===== src/hdl/rst_ctl_pkg.sv =====
package rst_ctl_pkg;

  // Register map
  localparam logic [7:0] REGULATOR_CONTROL_ADDR = 8'hC9;
  localparam int         BIAS_FORCE_BIT         = 4;
  localparam logic [7:0] REGULATOR_CONTROL_RST  = 8'h10;
  localparam logic [7:0] REGULATOR_WRITE_MASK   = 8'h10;

  // Reset values applied to the rest of the device
  localparam logic [7:0]  PORT_LATCH_RST = 8'hFF;
  localparam logic [15:0] PC_RST         = 16'h0000;
  localparam logic [7:0]  SP_RST         = 8'h07;
  localparam logic [3:0]  WDT_DIV        = 4'hC;
  localparam logic [3:0]  WDT_DIV_LAST   = 4'hB;

  // Precision oscillator bias settling
  localparam int BIAS_SETTLE_NS  = 4000;
  localparam int CLK_PERIOD_NS   = 8;
  localparam int BIAS_SETTLE_CYC = (BIAS_SETTLE_NS + CLK_PERIOD_NS - 1) / CLK_PERIOD_NS;

  // Reset cause
  typedef enum logic [2:0] {
    CAUSE_NONE = 3'b001,
    CAUSE_POR  = 3'b010,
    CAUSE_VMON = 3'b100
  } cause_type;

  // Register bus access
  typedef struct packed {
    logic       wr;
    logic       rd;
    logic [7:0] addr;
    logic [7:0] wdata;
  } sfr_req_type;

  // Reset-state outputs toward the core and ports
  typedef struct packed {
    logic        core_halt;
    logic        sfr_load_default;
    logic        int_disable;
    logic        tmr_disable;
    logic        ram_hold;
    logic        pc_load;
    logic [15:0] pc_value;
    logic        sp_load;
    logic [7:0]  sp_value;
    logic        osc_sel_internal;
    logic        port_force;
    logic [7:0]  port_latch;
    logic        port_open_drain;
    logic        weak_pullup_en;
  } core_ctl_type;

endpackage


===== src/hdl/reset_state_and_osc_bias_control.sv =====
`timescale 1ns/10ps
// Function
// - Bias-force bit 4 keeps oscillator bias on
// - Reserved bits 6,5,0 read zero
// - Unused bits 7,3:1 read zero, ignore writes
// - Core halted while in reset
// - Registers load defaults during reset
// - Port latches all ones, open drain
// - Weak pull-ups on during and after reset
// - Reset disables interrupts and timers
// - Reset leaves data RAM untouched
// - Stack pointer returns to default value
// - Power-on reset: pin floats, pull-up off
// - Monitor reset: pin driven low
// - Reset clears PC, selects internal oscillator until exit
// - Watchdog enabled, clocked sysclk divided by 12
// - First fetch from address 0x0000
// - Power-on exit sets power-on flag
module reset_state_and_osc_bias_control
  import rst_ctl_pkg::*;
(
  // Clock and reset
  input  wire logic         clk,
  input  wire logic         rst,
  // Reset sources from pins or analog monitors
  input  wire logic         por_req,
  input  wire logic         vmon_req,
  input  wire logic         other_req,
  // Register access
  input  wire sfr_req_type  sfr_req,
  output logic [7:0]        sfr_rdata,
  // Reset pin, four-signal form
  input  wire logic         rst_pin_in,
  output logic              rst_pin_out,
  output logic              rst_pin_oe,
  output logic              rst_pin_pullup_en,
  // Core and port control
  output core_ctl_type      core_ctl,
  output logic              in_reset,
  // Oscillator bias and watchdog
  output logic              precision_osc_bias_force,
  output logic              bias_settled,
  output logic              wdt_enable,
  output logic              wdt_tick,
  // Reset-cause flag
  output logic              power_on_flag
);

  logic [1:0]  por_sync_r;
  logic [1:0]  vmon_sync_r;
  logic [1:0]  oth_sync_r;
  logic [1:0]  pin_sync_r;
  logic        hold_r;
  logic        hold_nxt;
  cause_type   cause_r;
  logic [7:0]  reg_ctl_r;
  logic [3:0]  wdt_cnt_r;
  logic [9:0]  settle_cnt_r;
  logic        exit_pulse_r;
  logic [1:0]  pin_own_dly_r;
  logic        pin_own;
  logic        pin_mask;

  // Two-flop synchronisers for all asynchronous sources
  always_ff @(posedge clk) begin
    if (rst) begin
      por_sync_r  <= 2'h3;
      vmon_sync_r <= 2'h0;
      oth_sync_r  <= 2'h0;
      pin_sync_r  <= 2'h3;
    end else begin
      por_sync_r  <= {por_sync_r[0], por_req};
      vmon_sync_r <= {vmon_sync_r[0], vmon_req};
      oth_sync_r  <= {oth_sync_r[0], other_req};
      pin_sync_r  <= {pin_sync_r[0], rst_pin_in};
    end
  end

  // Pin is owned while driven low or left without its pull-up
  assign pin_own = rst_pin_oe | ~rst_pin_pullup_en;

  // Owned state delayed to cover the synchroniser latency
  always_ff @(posedge clk) begin
    if (rst) begin
      pin_own_dly_r <= 2'h3;
    end else begin
      pin_own_dly_r <= {pin_own_dly_r[0], pin_own};
    end
  end

  // Own drive or floating level must not hold reset after release
  assign pin_mask = pin_own | pin_own_dly_r[0] | pin_own_dly_r[1];

  // Any synchronised source holds the device in reset
  assign hold_nxt = por_sync_r[1] | vmon_sync_r[1] | oth_sync_r[1]
                  | (~pin_sync_r[1] & ~pin_mask);

  // Reset state, released on a single clock edge
  always_ff @(posedge clk) begin
    if (rst) begin
      hold_r       <= 1'b1;
      exit_pulse_r <= 1'b0;
    end else begin
      hold_r       <= hold_nxt;
      exit_pulse_r <= hold_r & ~hold_nxt;
    end
  end

  // Latch which source caused the reset; power-on dominates
  always_ff @(posedge clk) begin
    if (rst) begin
      cause_r <= CAUSE_POR;
    end else if (por_sync_r[1]) begin
      cause_r <= CAUSE_POR;
    end else if (vmon_sync_r[1] && cause_r != CAUSE_POR) begin
      cause_r <= CAUSE_VMON;
    end else if (!hold_r && !hold_nxt) begin
      cause_r <= CAUSE_NONE;
    end
  end

  // Power-on flag set on exit from power-on reset, cleared by others
  always_ff @(posedge clk) begin
    if (rst) begin
      power_on_flag <= 1'b0;
    end else if (exit_pulse_r) begin
      power_on_flag <= (cause_r == CAUSE_POR);
    end
  end

  // Reset pin behaviour by cause
  always_comb begin
    rst_pin_out       = 1'b0;
    rst_pin_oe        = hold_r && (cause_r == CAUSE_VMON);
    rst_pin_pullup_en = !(hold_r && (cause_r == CAUSE_POR));
  end

  // Regulator control register; only bias-force bit is writable
  always_ff @(posedge clk) begin
    if (rst || hold_r) begin
      reg_ctl_r <= REGULATOR_CONTROL_RST;
    end else if (sfr_req.wr && sfr_req.addr == REGULATOR_CONTROL_ADDR) begin
      reg_ctl_r <= sfr_req.wdata & REGULATOR_WRITE_MASK;
    end
  end

  assign precision_osc_bias_force = reg_ctl_r[BIAS_FORCE_BIT];

  // Read data registered; unmapped addresses read zero
  always_ff @(posedge clk) begin
    if (rst) begin
      sfr_rdata <= 8'h00;
    end else if (sfr_req.rd && sfr_req.addr == REGULATOR_CONTROL_ADDR) begin
      sfr_rdata <= reg_ctl_r & REGULATOR_WRITE_MASK;
    end else begin
      sfr_rdata <= 8'h00;
    end
  end

  // Settling status after the bias is switched back on
  always_ff @(posedge clk) begin
    if (rst || !precision_osc_bias_force) begin
      settle_cnt_r <= 10'h000;
    end else if (settle_cnt_r != 10'(BIAS_SETTLE_CYC)) begin
      settle_cnt_r <= settle_cnt_r + 10'h001;
    end
  end

  assign bias_settled = (settle_cnt_r == 10'(BIAS_SETTLE_CYC));

  // Watchdog clock: one-cycle enable every twelve system clocks
  always_ff @(posedge clk) begin
    if (rst || hold_r) begin
      wdt_cnt_r <= 4'h0;
      wdt_tick  <= 1'b0;
    end else if (wdt_cnt_r == WDT_DIV_LAST) begin
      wdt_cnt_r <= 4'h0;
      wdt_tick  <= 1'b1;
    end else begin
      wdt_cnt_r <= wdt_cnt_r + 4'h1;
      wdt_tick  <= 1'b0;
    end
  end

  // Watchdog enabled from reset exit onward
  always_ff @(posedge clk) begin
    if (rst || hold_r) begin
      wdt_enable <= 1'b0;
    end else begin
      wdt_enable <= 1'b1;
    end
  end

  // Control bundle to core and ports
  always_comb begin
    in_reset                  = hold_r;
    core_ctl.core_halt        = hold_r;
    core_ctl.sfr_load_default = hold_r;
    core_ctl.int_disable      = hold_r;
    core_ctl.tmr_disable      = hold_r;
    core_ctl.ram_hold         = 1'b1;
    core_ctl.pc_load          = hold_r;
    core_ctl.pc_value         = PC_RST;
    core_ctl.sp_load          = hold_r;
    core_ctl.sp_value         = SP_RST;
    core_ctl.osc_sel_internal = hold_r;
    core_ctl.port_force       = hold_r;
    core_ctl.port_latch       = PORT_LATCH_RST;
    core_ctl.port_open_drain  = hold_r;
    core_ctl.weak_pullup_en   = 1'b1;
  end

  // Assertions
  // Unwritable bits never hold a one
  a_reg_bits_zero: assert property (@(posedge clk) disable iff (rst)
    (reg_ctl_r & ~REGULATOR_WRITE_MASK) == 8'h00)
    else $error("regulator control unused bits set");

  // Reserved bits read back as zero
  a_reg_read_zero: assert property (@(posedge clk) disable iff (rst)
    sfr_req.rd && sfr_req.addr == REGULATOR_CONTROL_ADDR |=> (sfr_rdata & 8'h61) == 8'h00)
    else $error("reserved bits read nonzero");

  // Bias-force bit follows an accepted write
  a_bias_write: assert property (@(posedge clk) disable iff (rst)
    !hold_r && !hold_nxt && sfr_req.wr && sfr_req.addr == REGULATOR_CONTROL_ADDR
    |=> precision_osc_bias_force == $past(sfr_req.wdata[4]))
    else $error("bias force bit did not follow write");

  // Reset state restores the bias-force default
  a_bias_reset: assert property (@(posedge clk) disable iff (rst)
    hold_r |=> precision_osc_bias_force)
    else $error("bias force not restored in reset");

  // Core, interrupts and timers stopped in reset
  a_halt_core: assert property (@(posedge clk) disable iff (rst)
    hold_r |-> core_ctl.core_halt && core_ctl.int_disable && core_ctl.tmr_disable)
    else $error("core not halted in reset");

  // Port latches high, open drain, pull-ups on
  a_port_state: assert property (@(posedge clk) disable iff (rst)
    hold_r |-> core_ctl.port_latch == 8'hFF && core_ctl.port_open_drain
    && core_ctl.weak_pullup_en)
    else $error("port state wrong in reset");

  // Monitor reset drives the pin low
  a_pin_vmon: assert property (@(posedge clk) disable iff (rst)
    hold_r && cause_r == CAUSE_VMON |-> rst_pin_oe && !rst_pin_out)
    else $error("reset pin not driven low");

  // Power-on reset leaves the pin floating
  a_pin_por: assert property (@(posedge clk) disable iff (rst)
    hold_r && cause_r == CAUSE_POR |-> !rst_pin_oe && !rst_pin_pullup_en)
    else $error("reset pin driven during power-on");

  // Power-on exit sets the flag two cycles on
  a_por_flag: assert property (@(posedge clk) disable iff (rst)
    hold_r && !hold_nxt && cause_r == CAUSE_POR |=> ##1 power_on_flag)
    else $error("power-on flag not set");

  // Watchdog enable pulse every twelve clocks
  a_wdt_period: assert property (@(posedge clk) disable iff (rst || hold_r)
    wdt_tick |-> ##12 wdt_tick)
    else $error("watchdog tick period wrong");

  // Program counter reloads to zero
  a_pc_zero: assert property (@(posedge clk) disable iff (rst)
    core_ctl.pc_load |-> core_ctl.pc_value == 16'h0000)
    else $error("program counter default wrong");

  // Pin let go and pull-up restored once out of reset
  a_pin_released: assert property (@(posedge clk) disable iff (rst)
    !hold_r |-> !rst_pin_oe && rst_pin_pullup_en)
    else $error("reset pin still held after exit");

  // Watchdog starts on the cycle after reset exit
  a_wdt_start: assert property (@(posedge clk) disable iff (rst)
    $fell(hold_r) |=> wdt_enable)
    else $error("watchdog not enabled after exit");

  // Watchdog stopped and silent while in reset
  a_wdt_hold: assert property (@(posedge clk) disable iff (rst)
    hold_r |=> !wdt_enable && !wdt_tick)
    else $error("watchdog running in reset");

  // No second tick within eight cycles of the last one
  a_tick_gap: assert property (@(posedge clk) disable iff (rst || hold_r)
    wdt_tick |=> !wdt_tick [*8])
    else $error("watchdog ticks too close");

  // Unmapped or idle read cycles return zero
  a_unmapped_zero: assert property (@(posedge clk) disable iff (rst)
    !(sfr_req.rd && sfr_req.addr == REGULATOR_CONTROL_ADDR)
    |=> sfr_rdata == 8'h00)
    else $error("unmapped read nonzero");

  // Monitor reset exit leaves the power-on flag clear
  a_vmon_flag: assert property (@(posedge clk) disable iff (rst)
    hold_r && !hold_nxt && cause_r == CAUSE_VMON |=> ##1 !power_on_flag)
    else $error("power-on flag set after monitor reset");

  // Settling restarts each time the bias is forced on again
  a_settle_restart: assert property (@(posedge clk) disable iff (rst)
    $rose(precision_osc_bias_force) |-> !bias_settled)
    else $error("bias settled flag not restarted");

  c_por_exit:  cover property (@(posedge clk) hold_r ##1 !hold_r ##1 power_on_flag);
  c_vmon_hold: cover property (@(posedge clk) rst_pin_oe);
  c_bias_off:  cover property (@(posedge clk) !precision_osc_bias_force);
  c_settled:   cover property (@(posedge clk) $rose(bias_settled));
  c_ext_reset: cover property (@(posedge clk) hold_r && !rst_pin_oe && rst_pin_pullup_en);

endmodule


===== config.mk =====
export PLATFORM = sky130hd
export DESIGN_NAME = reset_state_and_osc_bias_control
export DESIGN_NICKNAME = d
export VERILOG_FILES = /design/src/hdl/rst_ctl_pkg.sv /design/src/hdl/reset_state_and_osc_bias_control.sv
export SDC_FILE = /design/constraint.sdc
export NUM_CORES = 1
export LEC_CHECK = 0
export BUFFER_PORTS_ARGS = -buffer_cell sky130_fd_sc_hd__buf_2
export CAP_MARGIN = 30
export CORE_MARGIN = 3
export CORE_UTILIZATION = 25
export CTS_CLUSTER_SIZE = 24
export DETAILED_ROUTE_END_ITERATION = 8
export GPL_ROUTABILITY_DRIVEN = 0
export GPL_TIMING_DRIVEN = 0
export PLACE_DENSITY_LB_ADDON = 0.12
export SYNTH_ARGS = -nofsm -noshare
export SYNTH_HDL_FRONTEND = slang
export SYNTH_SLANG_ARGS = --single-unit

===== constraint.sdc =====
create_clock -name clk -period 2.5 [get_ports clk]
set_input_delay 0.125 -clock clk [delete_from_list [all_inputs] [get_ports clk]]
set_output_delay 0.125 -clock clk [all_outputs]
set_load 0.01 [all_outputs]

## Word-level counts from Yosys, hierarchy flattened

Cells that the tools add are included.

- Logic and storage cells: 59
- Output and inout bits: 60
- Flip-flop bits (word level): 41
- Input bits: 24

- Equal/unequal tests: 7
- Reduce and logical (&&, ||, !) cells: 17
- Bitwise gates (word level): 12
- Mux-type cells: 4
- Add/subtract/negate cells: 2

Operators by type and width:

| operator | number |
|---|---|
| adder 10 x 1 -> 10 bit, second input constant | 1 |
| equality test 10 x 9 -> 1 bit, second input constant | 1 |
| inequality test 10 x 9 -> 1 bit, second input constant | 1 |
| equality test 8 bit, second input constant | 1 |
| logical AND 1 bit | 6 |
| 2-to-1 mux 3 bit | 2 |
| OR 1 bit | 6 |
| OR reduction 2 bit | 3 |
| adder 4 x 1 -> 4 bit, second input constant | 1 |
| equality test 4 bit, second input constant | 1 |
| zero test 1 bit | 4 |
| inverter 1 bit | 4 |
| equality test 3 x 2 -> 1 bit, second input constant | 1 |
| equality test 3 bit, second input constant | 1 |
| inequality test 3 x 2 -> 1 bit, second input constant | 1 |
| OR reduction 3 bit | 1 |
| bitwise AND 1 bit | 2 |
| logical OR 1 bit | 2 |
| 2-to-1 mux 1 bit | 2 |
| nonzero test 2 bit | 1 |

## Depth between registers and ports, before layout

Gate-level depths: netlist of the first run.

- Depth in word-level cells: 12
- Depth in mapped cells: 6
- Mapped depth without buffers: 6

## Worst setup path after synthesis of the first run

OpenSTA, ideal clock, no wires.

- Kind: reg-to-reg
- Start point: register settle_cnt_r[0]
- End point: register settle_cnt_r[0]
- Period minus slack after synthesis: 1.495 ns
- Arrival: 1.374 ns
- Library setup time: 0.121 ns
- Stages on the path, launching flop included: 7
- Buffers on the path: 0
- Required time: 2.379 ns
- Setup slack: 1.005 ns
- Cells stage by stage: dfxtp_1 > inv_1 > ha_1 > nor4bb_1 > nand3_1 > inv_1 > mux2_2

- Longest elaborated chain between the ends: 1
- Elaborated cells on any way between the ends: 2
- Those cells by class: add/sub (1); eq/ne (1)

Ends and longest elaborated chain:

| what | RTL line | source |
|---|---|---|
| start: declaration | reset_state_and_osc_bias_control.sv:58 | `logic [9:0] settle_cnt_r;` |
| start signal: assignment | reset_state_and_osc_bias_control.sv:165 | `settle_cnt_r <= settle_cnt_r + 10'h001;` |
| adder 10 x 1 -> 10 bit or inequality test 10 x 9 -> 1 bit (tied branches) | reset_state_and_osc_bias_control.sv:165, reset_state_and_osc_bias_control.sv:164 |  |

Several ways; a longest one is shown, not always the timed one.
A chain may end at the register's enable or synchronous reset.

## Worst setup path after layout of the first run

- Start point: register settle_cnt_r[0]
- End point: output bias_settled

- Longest elaborated chain between the ends: 1

Ends and longest elaborated chain:

| what | RTL line | source |
|---|---|---|
| equality test 10 x 9 -> 1 bit | reset_state_and_osc_bias_control.sv:169 | `assign bias_settled = (settle_cnt_r == 10'(BIAS_SETTLE_CYC));` |
| end: declaration | reset_state_and_osc_bias_control.sv:42 | `output logic bias_settled,` |

Every way passes these cells.

==> out/metrics.yaml, run 1 <==
outcome:
  status: "finished, final reports clean"
drt:
  final_antenna_net_count: 0
  route.detailed.vias_per_inst: 3.75
  routed-wl-met3_um: 197
  route.final.wire_length_mm: 3.15
  top_layer: "met4"
  detailroute.via_count: 1316
  met2_wirelength_mm: 1.52
  remaining_drc_errors: 0
  detail_route.first_pass.iterations: 2
  wl_met1_mm: 1.40
  detail_routed_net_length_per_standard_cell_um: 8.98
  initial_drc_count: 58
die:
  die-width_um: 89.3
  die_area_mm2: 0.00797
  die_h_um: 89.3
  ioPinCount: 84
  rows: 29
  core_area_mm2: 0.00653
  start_util_pct: 26.5
cells_and_area:
  n_antenna_cell: 0
  num-nets-final: 300
  area.growth.synth_to_final_pct: 30.2
  final_layout_size_suffix_gt1_share_pct: 37.2
  postLayoutCellArea_mm2: 0.00226
logic_synthesis:
  netlist_instances: 192
  synthDominantCellAreaShare_pct: 39.3
  synth-seq-cells: 34
  yosysMostFrequentCell: "sky130_fd_sc_hd__buf_4"
  dominantRegCellSynth: "sky130_fd_sc_hd__dfxtp_1"
  warning_count_from_the_yosys_run: 0
  async_s_r_ff_share_synth_pct: 0
  ys_seq_area_share_pct: 39.3
  synth.top_cells.by_area: "sky130_fd_sc_hd__dfxtp_1 39%, sky130_fd_sc_hd__buf_4 22%, sky130_fd_sc_hd__or2_2 2.5%"
  synthesis.area_mm2: 0.00173
  synthTopCellsByCount: "51 x sky130_fd_sc_hd__buf_4, 34 x sky130_fd_sc_hd__dfxtp_1, 11 x sky130_fd_sc_hd__nor2_1"
  netlist-cell-type-count: 41
  netlist.top_cell.by_area: "sky130_fd_sc_hd__dfxtp_1"
  synth_enable_flop_cells: 0
  syn-mean-instance-area_um2: 9.03
timing:
  slew_headroom_pct: 64.5
  clock-skew-final_ps: 14.0
  hold_viol_final: 0
  max_freq_ghz: 0.584
  max_slew_vio_count: 0
  finalWorstPathRequiredPeriod_ps: 1710
  setup-violations-final: 0
  worst_slack_ps: 789
  finalSetupTns_ps: 0
  final_min_period_over_clock_period_pct: 68.4
  worst_margin_pin_slew_ps: 532
  setup_repair_after_global_routing_missed_its_margin: "false"
placement:
  dp_slack_ps: 833
  port_buffers: 34
  place.detailed.hpwl_mm: 2.42
  placed_area_mm2: 0.00215
clocking:
  cts-resized-gates: 0
  ctsHoldBuffers: 0
  clkSinkCount: 34
  clk_tree_root_cell: "sky130_fd_sc_hd__clkbuf_8"
  cts_buffer_depth: 2
  cts_made_buffers: 5
  worst_setup_hold_path_clk_slew_ps: 70
  htreeDepth: 2
  worstSkewPairLatency_ps: 280
  cts_tree: "done"
  cts_setup_buffers: 0
power:
  clock_share_of_power_pct: 41.0
  max-vdd-ir-drop_v: 0.000359
  sw_frac_of_total_pct: 22.0
  p_per_area_mw_per_mm2: 527
  power.sequential.fraction_pct: 47.4
  internal_power_mw: 0.927
  power_frac_comb_pct: 11.5
  total_switching_power_mw: 0.261
  static-leakage-power_nw: 1.07
worst_setup_path:
  regToRegEndpoint: "in_reset$_SDFF_PP1_"
  crit_fanout: 5
  timing.critical_path.max_delay_family: "buffers and inverters"
  chain_of_cells_forming_the_critical_path: "inv_1 > ha_1 > nor4bb_1 > nand3_1 > inv_1 > buf_2"
  critical_path.slowest_cell: "sky130_fd_sc_hd__dfxtp_1"
  critPathMostFrequentCell: "sky130_fd_sc_hd__inv_1"
  timing.critical_path.required_ps: 2380
  critical_path.endpoint_type: "output pin"
  timing.critical_path.arrival_ps: 1590
  path_buf_inv: 3
  r2r_setup_slack_ps: 840
  worstSetupStartpointType: "flop"
  worst_path_largest_cell_delay_ps: 350
  r2r.worst_path.cells: 3
  setup.worst_path.class: "flop to output pin"
  regToRegStartpoint: "in_reset$_SDFF_PP1_"
min_path:
  count_of_cells_along_the_worst_hold_path: 2
  worst_hold_startpoint: "rst_pin_in"
  min-delay-path-class: "input port to flop"
  hold-path-endpoint: "pin_sync_r[0]$_SDFF_PP1_"
global_route:
  grt_pass1_vias: 1129
  antenna_violations_before_repair: 0
  grt_max_degree: 17
  grt_first_pass_wirelength_mm: 5.12
  grt_util_all_layers_pct: 8.24
  grt.overflow.total: 0
job:
  drv_cap: 0
-- area by class of cell --
type                            instances  area, um^2
Fill cell                             700        4280
Multi-Input combinational cell        137         782
Sequential cell                        34         681
Buffer                                 54         394
Timing Repair Buffer                   34         170
Tap cell                               77        96.3
Clock buffer                            7        76.3
Clock inverter                          1        30.0
Inverter                                7        26.3
-- state kept, by name, summed over array words and instances, names as in the netlist --
signal / flops
vmon_sync_r: 2
pin_own_dly_r: 2
sfr_rdata: 1
pin_sync_r: 2
exit_pulse_r: 1
wdt_cnt_r: 4
reg_ctl_r: 1
in_reset: 1
wdt_enable: 1
power_on_flag: 1
por_sync_r: 2
settle_cnt_r: 10
oth_sync_r: 2
wdt_tick: 1
cause_r: 3
-- kinds of logic (layout without fill, tap and decap cells) --
logic type / Yosys count / count (layout) / synth area share, %
other: 2 / 42 / 0.433
XOR/XNOR: 2 / 2 / 1.01
AO/OA/AOI/OAI: 22 / 22 / 7.94
multiplexers: 5 / 5 / 2.96
buffers and inverters: 61 / 103 / 24.3
flip-flops: 34 / 34 / 39.3
adder cells (fa/ha/maj): 3 / 3 / 2.17
AND/OR/NAND/NOR: 63 / 63 / 21.9
-- worst register-to-register path, stage by stage, from the launching register on --
cell	delay (ps)
sky130_fd_sc_hd__dfxtp_1	650
sky130_fd_sc_hd__nor2b_1	310
sky130_fd_sc_hd__a21boi_0	170
sky130_fd_sc_hd__or4_1	400
-- power groups by stage --
| stage | Clock (mW) | Combinational [mW] | Sequential (mW) |
|---|---|---|---|
| global placement | 0 | 0.135 | 0.576 |
| CTS | 0.506 | 0.136 | 0.563 |
| global route | 0.530 | 0.155 | 0.565 |
| floorplan | 0 | 0.111 | 0.574 |
| detailed placement | 0 | 0.136 | 0.576 |
| finish | 0.488 | 0.137 | 0.563 |
-- metrics by stage --
step	std cells	power [mW]	hold slack [ps]	util, %
after floorplan	232	0.685	197	-
after global placement	343	0.711	307	32.9
after detailed placement	343	0.711	309	32.9
after CTS	351	1.20	17.0	34.5
after global routing	351	1.25	14.3	34.5
final	351	1.19	27.1	34.5
-- worst max-delay path by stage --
| stage | cells after the start | start | end |
|---|---|---|---|
| 6_report | 6 | settle_cnt_r[0]$_SDFFE_PP0N_ | bias_settled |
| 5_1_grt | 6 | settle_cnt_r[0]$_SDFFE_PP0N_ | bias_settled |
| 4_1_cts | 6 | settle_cnt_r[0]$_SDFFE_PP0N_ | bias_settled |
| 3_5_place_dp | 3 | in_reset$_SDFF_PP1_ | in_reset$_SDFF_PP1_ |
| 3_3_place_gp | 3 | in_reset$_SDFF_PP1_ | in_reset$_SDFF_PP1_ |
| 2_1_floorplan | 6 | settle_cnt_r[0]$_SDFFE_PP0N_ | settle_cnt_r[0]$_SDFFE_PP0N_ |
-- routing by layer --
metal / global-route usage (%) / vias to the layer above
li1: - / 718
met1: 10.1 / 559
met2: 12.9 / 35
met3: 3.04 / 4
met4: 3.65 / 0
met5: 0 / -
-- layout by cell type (no fill, tap or decap), drive strengths merged, types with 2 or more instances in the layout --
cell,n
conb,42
a21oi,6
ha,3
nand3,5
clkbuf,10
dfxtp,34
nor4,3
nor2b,6
or2,8
and3b,2
nor2,11
a21boi,3
mux2i,4
inv,7
or3,5
nand3b,2
nand2,6
buf,85
nand4,2
o21ai,7
or4,3
(Power assumes the default switching activity.)
==> run 2, diff against run 1 <==
==> constraint.sdc (replaced) <==
create_clock -name clk -period 1.5 [get_ports clk]
set_input_delay 0.075 -clock clk [delete_from_list [all_inputs] [get_ports clk]]
set_output_delay 0.075 -clock clk [all_outputs]
set_load 0.01 [all_outputs]
==> out/metrics.yaml, run 2 (same netlist as run 1, synthesis figures left out) <==
timing:
  finalWorstPathRequiredPeriod_ps: 1440
  setup_repair_after_global_routing_missed_its_margin: "false"
  clock-skew-final_ps: 11.0
  hold_viol_final: 0
  max_slew_vio_count: 0
  max_freq_ghz: 0.694
  final_min_period_over_clock_period_pct: 96.0
  setup-violations-final: 0
  finalSetupTns_ps: 0
min_path:
  hold-path-endpoint: "sfr_rdata[4]$_SDFF_PP0_"
  count_of_cells_along_the_worst_hold_path: 3
  min-delay-path-class: "input port to flop"
  worst_hold_startpoint: "sfr_req[16]"
cells_and_area:
  mostFrequentLayoutCell: "sky130_fd_sc_hd__buf_4"
  multi_input_gate_area_um2: 817
  sequential_cell_area_um2: 692
  num-nets-final: 307
  layout_common_cells: "54 x sky130_fd_sc_hd__buf_4, 42 x sky130_fd_sc_hd__conb_1, 33 x sky130_fd_sc_hd__buf_2, 29 x sky130_fd_sc_hd__dfxtp_1, 11 x sky130_fd_sc_hd__nor2_1"
  area.growth.synth_to_final_pct: 37.0
  largest_register_ffs: 10
  reg_top3: "settle_cnt_r: 10 flops, wdt_cnt_r: 4 flops, cause_r: 3 flops"
  final-instance-count-excl-fill: 358
  final_layout_size_suffix_gt1_share_pct: 41.3
  fill_cells: 682
  registers.top_by_ff_count: "settle_cnt_r"
  n_antenna_cell: 0
die:
  die-width_um: 89.3
  ioPinCount: 84
  die_area_mm2: 0.00797
  die_h_um: 89.3
  core_area_mm2: 0.00653
  start_util_pct: 26.5
  rows: 29
worst_setup_path:
  r2r_setup_slack_ps: 80
  critical_path.endpoint_type: "output pin"
  regToRegEndpoint: "cause_r[1]$_SDFFE_PP1P_"
  regToRegStartpoint: "vmon_sync_r[1]$_SDFF_PP0_"
  worst_path_largest_cell_delay_ps: 340
  timing.critical_path.arrival_ps: 1370
  critical_path.slowest_cell: "sky130_fd_sc_hd__dfxtp_2"
  worstSetupStartpointType: "flop"
  r2r.worst_path.cells: 3
  chain_of_cells_forming_the_critical_path: "inv_1 > ha_4 > nor4bb_4 > nand3_2 > inv_2 > buf_6"
  crit_fanout: 5
  timing.critical_path.required_ps: 1420
  setup.worst_path.class: "flop to output pin"
placement:
  place.detailed.hpwl_mm: 2.42
  placed_cells_incl_taps: 343
  port_buffers: 34
clocking:
  worstSkewPairLatency_ps: 280
  worst_setup_hold_path_clk_slew_ps: 70
  cts_buffer_depth: 2
  clk_tree_root_cell: "sky130_fd_sc_hd__clkbuf_8"
  cts_made_buffers: 5
  cts_tree: "done"
  clkSinkCount: 34
  htreeDepth: 2
job:
  drv_cap: 0
power:
  static-leakage-power_nw: 1.11
  power.sequential.fraction_pct: 47.0
  p_per_area_mw_per_mm2: 842
  total_power_mw: 2.00
  power_frac_comb_pct: 12.3
  total_switching_power_mw: 0.441
  internal_power_mw: 1.56
  sw_frac_of_total_pct: 22.0
  max-vdd-ir-drop_v: 0.000606
  clock_share_of_power_pct: 40.6
global_route:
  grt_pass1_vias: 1170
  grt.overflow.total: 0
  antenna_violations_before_repair: 0
  grt_first_pass_wirelength_mm: 5.20
  grt_util_all_layers_pct: 8.36
  grt_max_degree: 17
outcome:
  status: "finished, final reports clean"
drt:
  detail_route.first_pass.iterations: 4
  route.detailed.vias_per_inst: 3.76
  initial_drc_count: 50
  route.final.wire_length_mm: 3.24
  remaining_drc_errors: 0
  detail_routed_net_length_per_standard_cell_um: 9.06
  detailroute.via_count: 1346
  final_antenna_net_count: 0
run 2: cell count changes in the layout (fill, tap and decap cells not counted), sizes merged:
cell / previous run / this run
buf: 85 / 88
dlygate4sd3: 0 / 4
run 2: worst max path at each step:
stage	start	end	slack (ps)
final	settle_cnt_r[1]$_SDFFE_PP0N_	bias_settled	60
after global routing	settle_cnt_r[0]$_SDFFE_PP0N_	bias_settled	5
after global placement	in_reset$_SDFF_PP1_	in_reset$_SDFF_PP1_	-180
after floorplan	settle_cnt_r[0]$_SDFFE_PP0N_	settle_cnt_r[0]$_SDFFE_PP0N_	5
after detailed placement	in_reset$_SDFF_PP1_	in_reset$_SDFF_PP1_	-170
after CTS	settle_cnt_r[0]$_SDFFE_PP0N_	bias_settled	2
run 2: per-layer routing:
| metal | part of all wire [%] | global-route usage (%) |
|---|---|---|
| met1 | 43 | 9.64 |
| met4 | 1.3 | 3.65 |
| met5 | 0 | 0 |
| met2 | 50 | 13.9 |
| met3 | 6.0 | 3.04 |
run 2: power by group through the flow:
stage | clock network, mW | registers [mW] | logic, mW
after detailed placement | 0 | 0.960 | 0.226
after floorplan | 0 | 0.957 | 0.185
final | 0.812 | 0.940 | 0.246
after global routing | 0.883 | 0.943 | 0.277
after global placement | 0 | 0.960 | 0.225
after CTS | 0.843 | 0.939 | 0.235
run 2: what timing repair did:
item / 4_1_cts / 5_1_grt
pin swaps: 2 / 2
setup endpoints to repair: 6 / 5
hold buffers: 4 / 0
buffers inserted: 2 / 1
gates resized for setup: 5 / 12
endpoints found under the hold margin: 4 / 0
run 2: metrics by stage:
| step | instance area (um^2) | util, % | hold WS [ps] | setup WS [ps] |
|---|---|---|---|---|
| after floorplan | 1880 | - | 147 | 5.31 |
| after global placement | 2150 | 32.9 | 257 | -180 |
| after detailed placement | 2150 | 32.9 | 259 | -167 |
| after CTS | 2330 | 35.6 | 3.25 | 1.85 |
| after global routing | 2370 | 36.3 | 17.9 | 4.97 |
| final | 2370 | 36.3 | 10.3 | 59.7 |
run 2: cell type report:
| cell class | instances | share of cell area [%] |
|---|---|---|
| multi-input cells | 137 | 34.4 |
| flip-flops and latches | 34 | 29.2 |
| plain buffers | 54 | 16.6 |
| repair buffers | 41 | 10.1 |
| well taps | 77 | 4.06 |
| clock buffers | 7 | 3.22 |
| clock inverters | 1 | 1.27 |
| inverters | 7 | 1.21 |
run 2: worst max-delay path: cells and delay by family (launching register included):
family / cells / cell delay (ps)
flip-flops: 1 / 340
AND/OR/NAND/NOR: 2 / 320
buffers and inverters: 3 / 300
adder cells (fa/ha/maj): 1 / 120
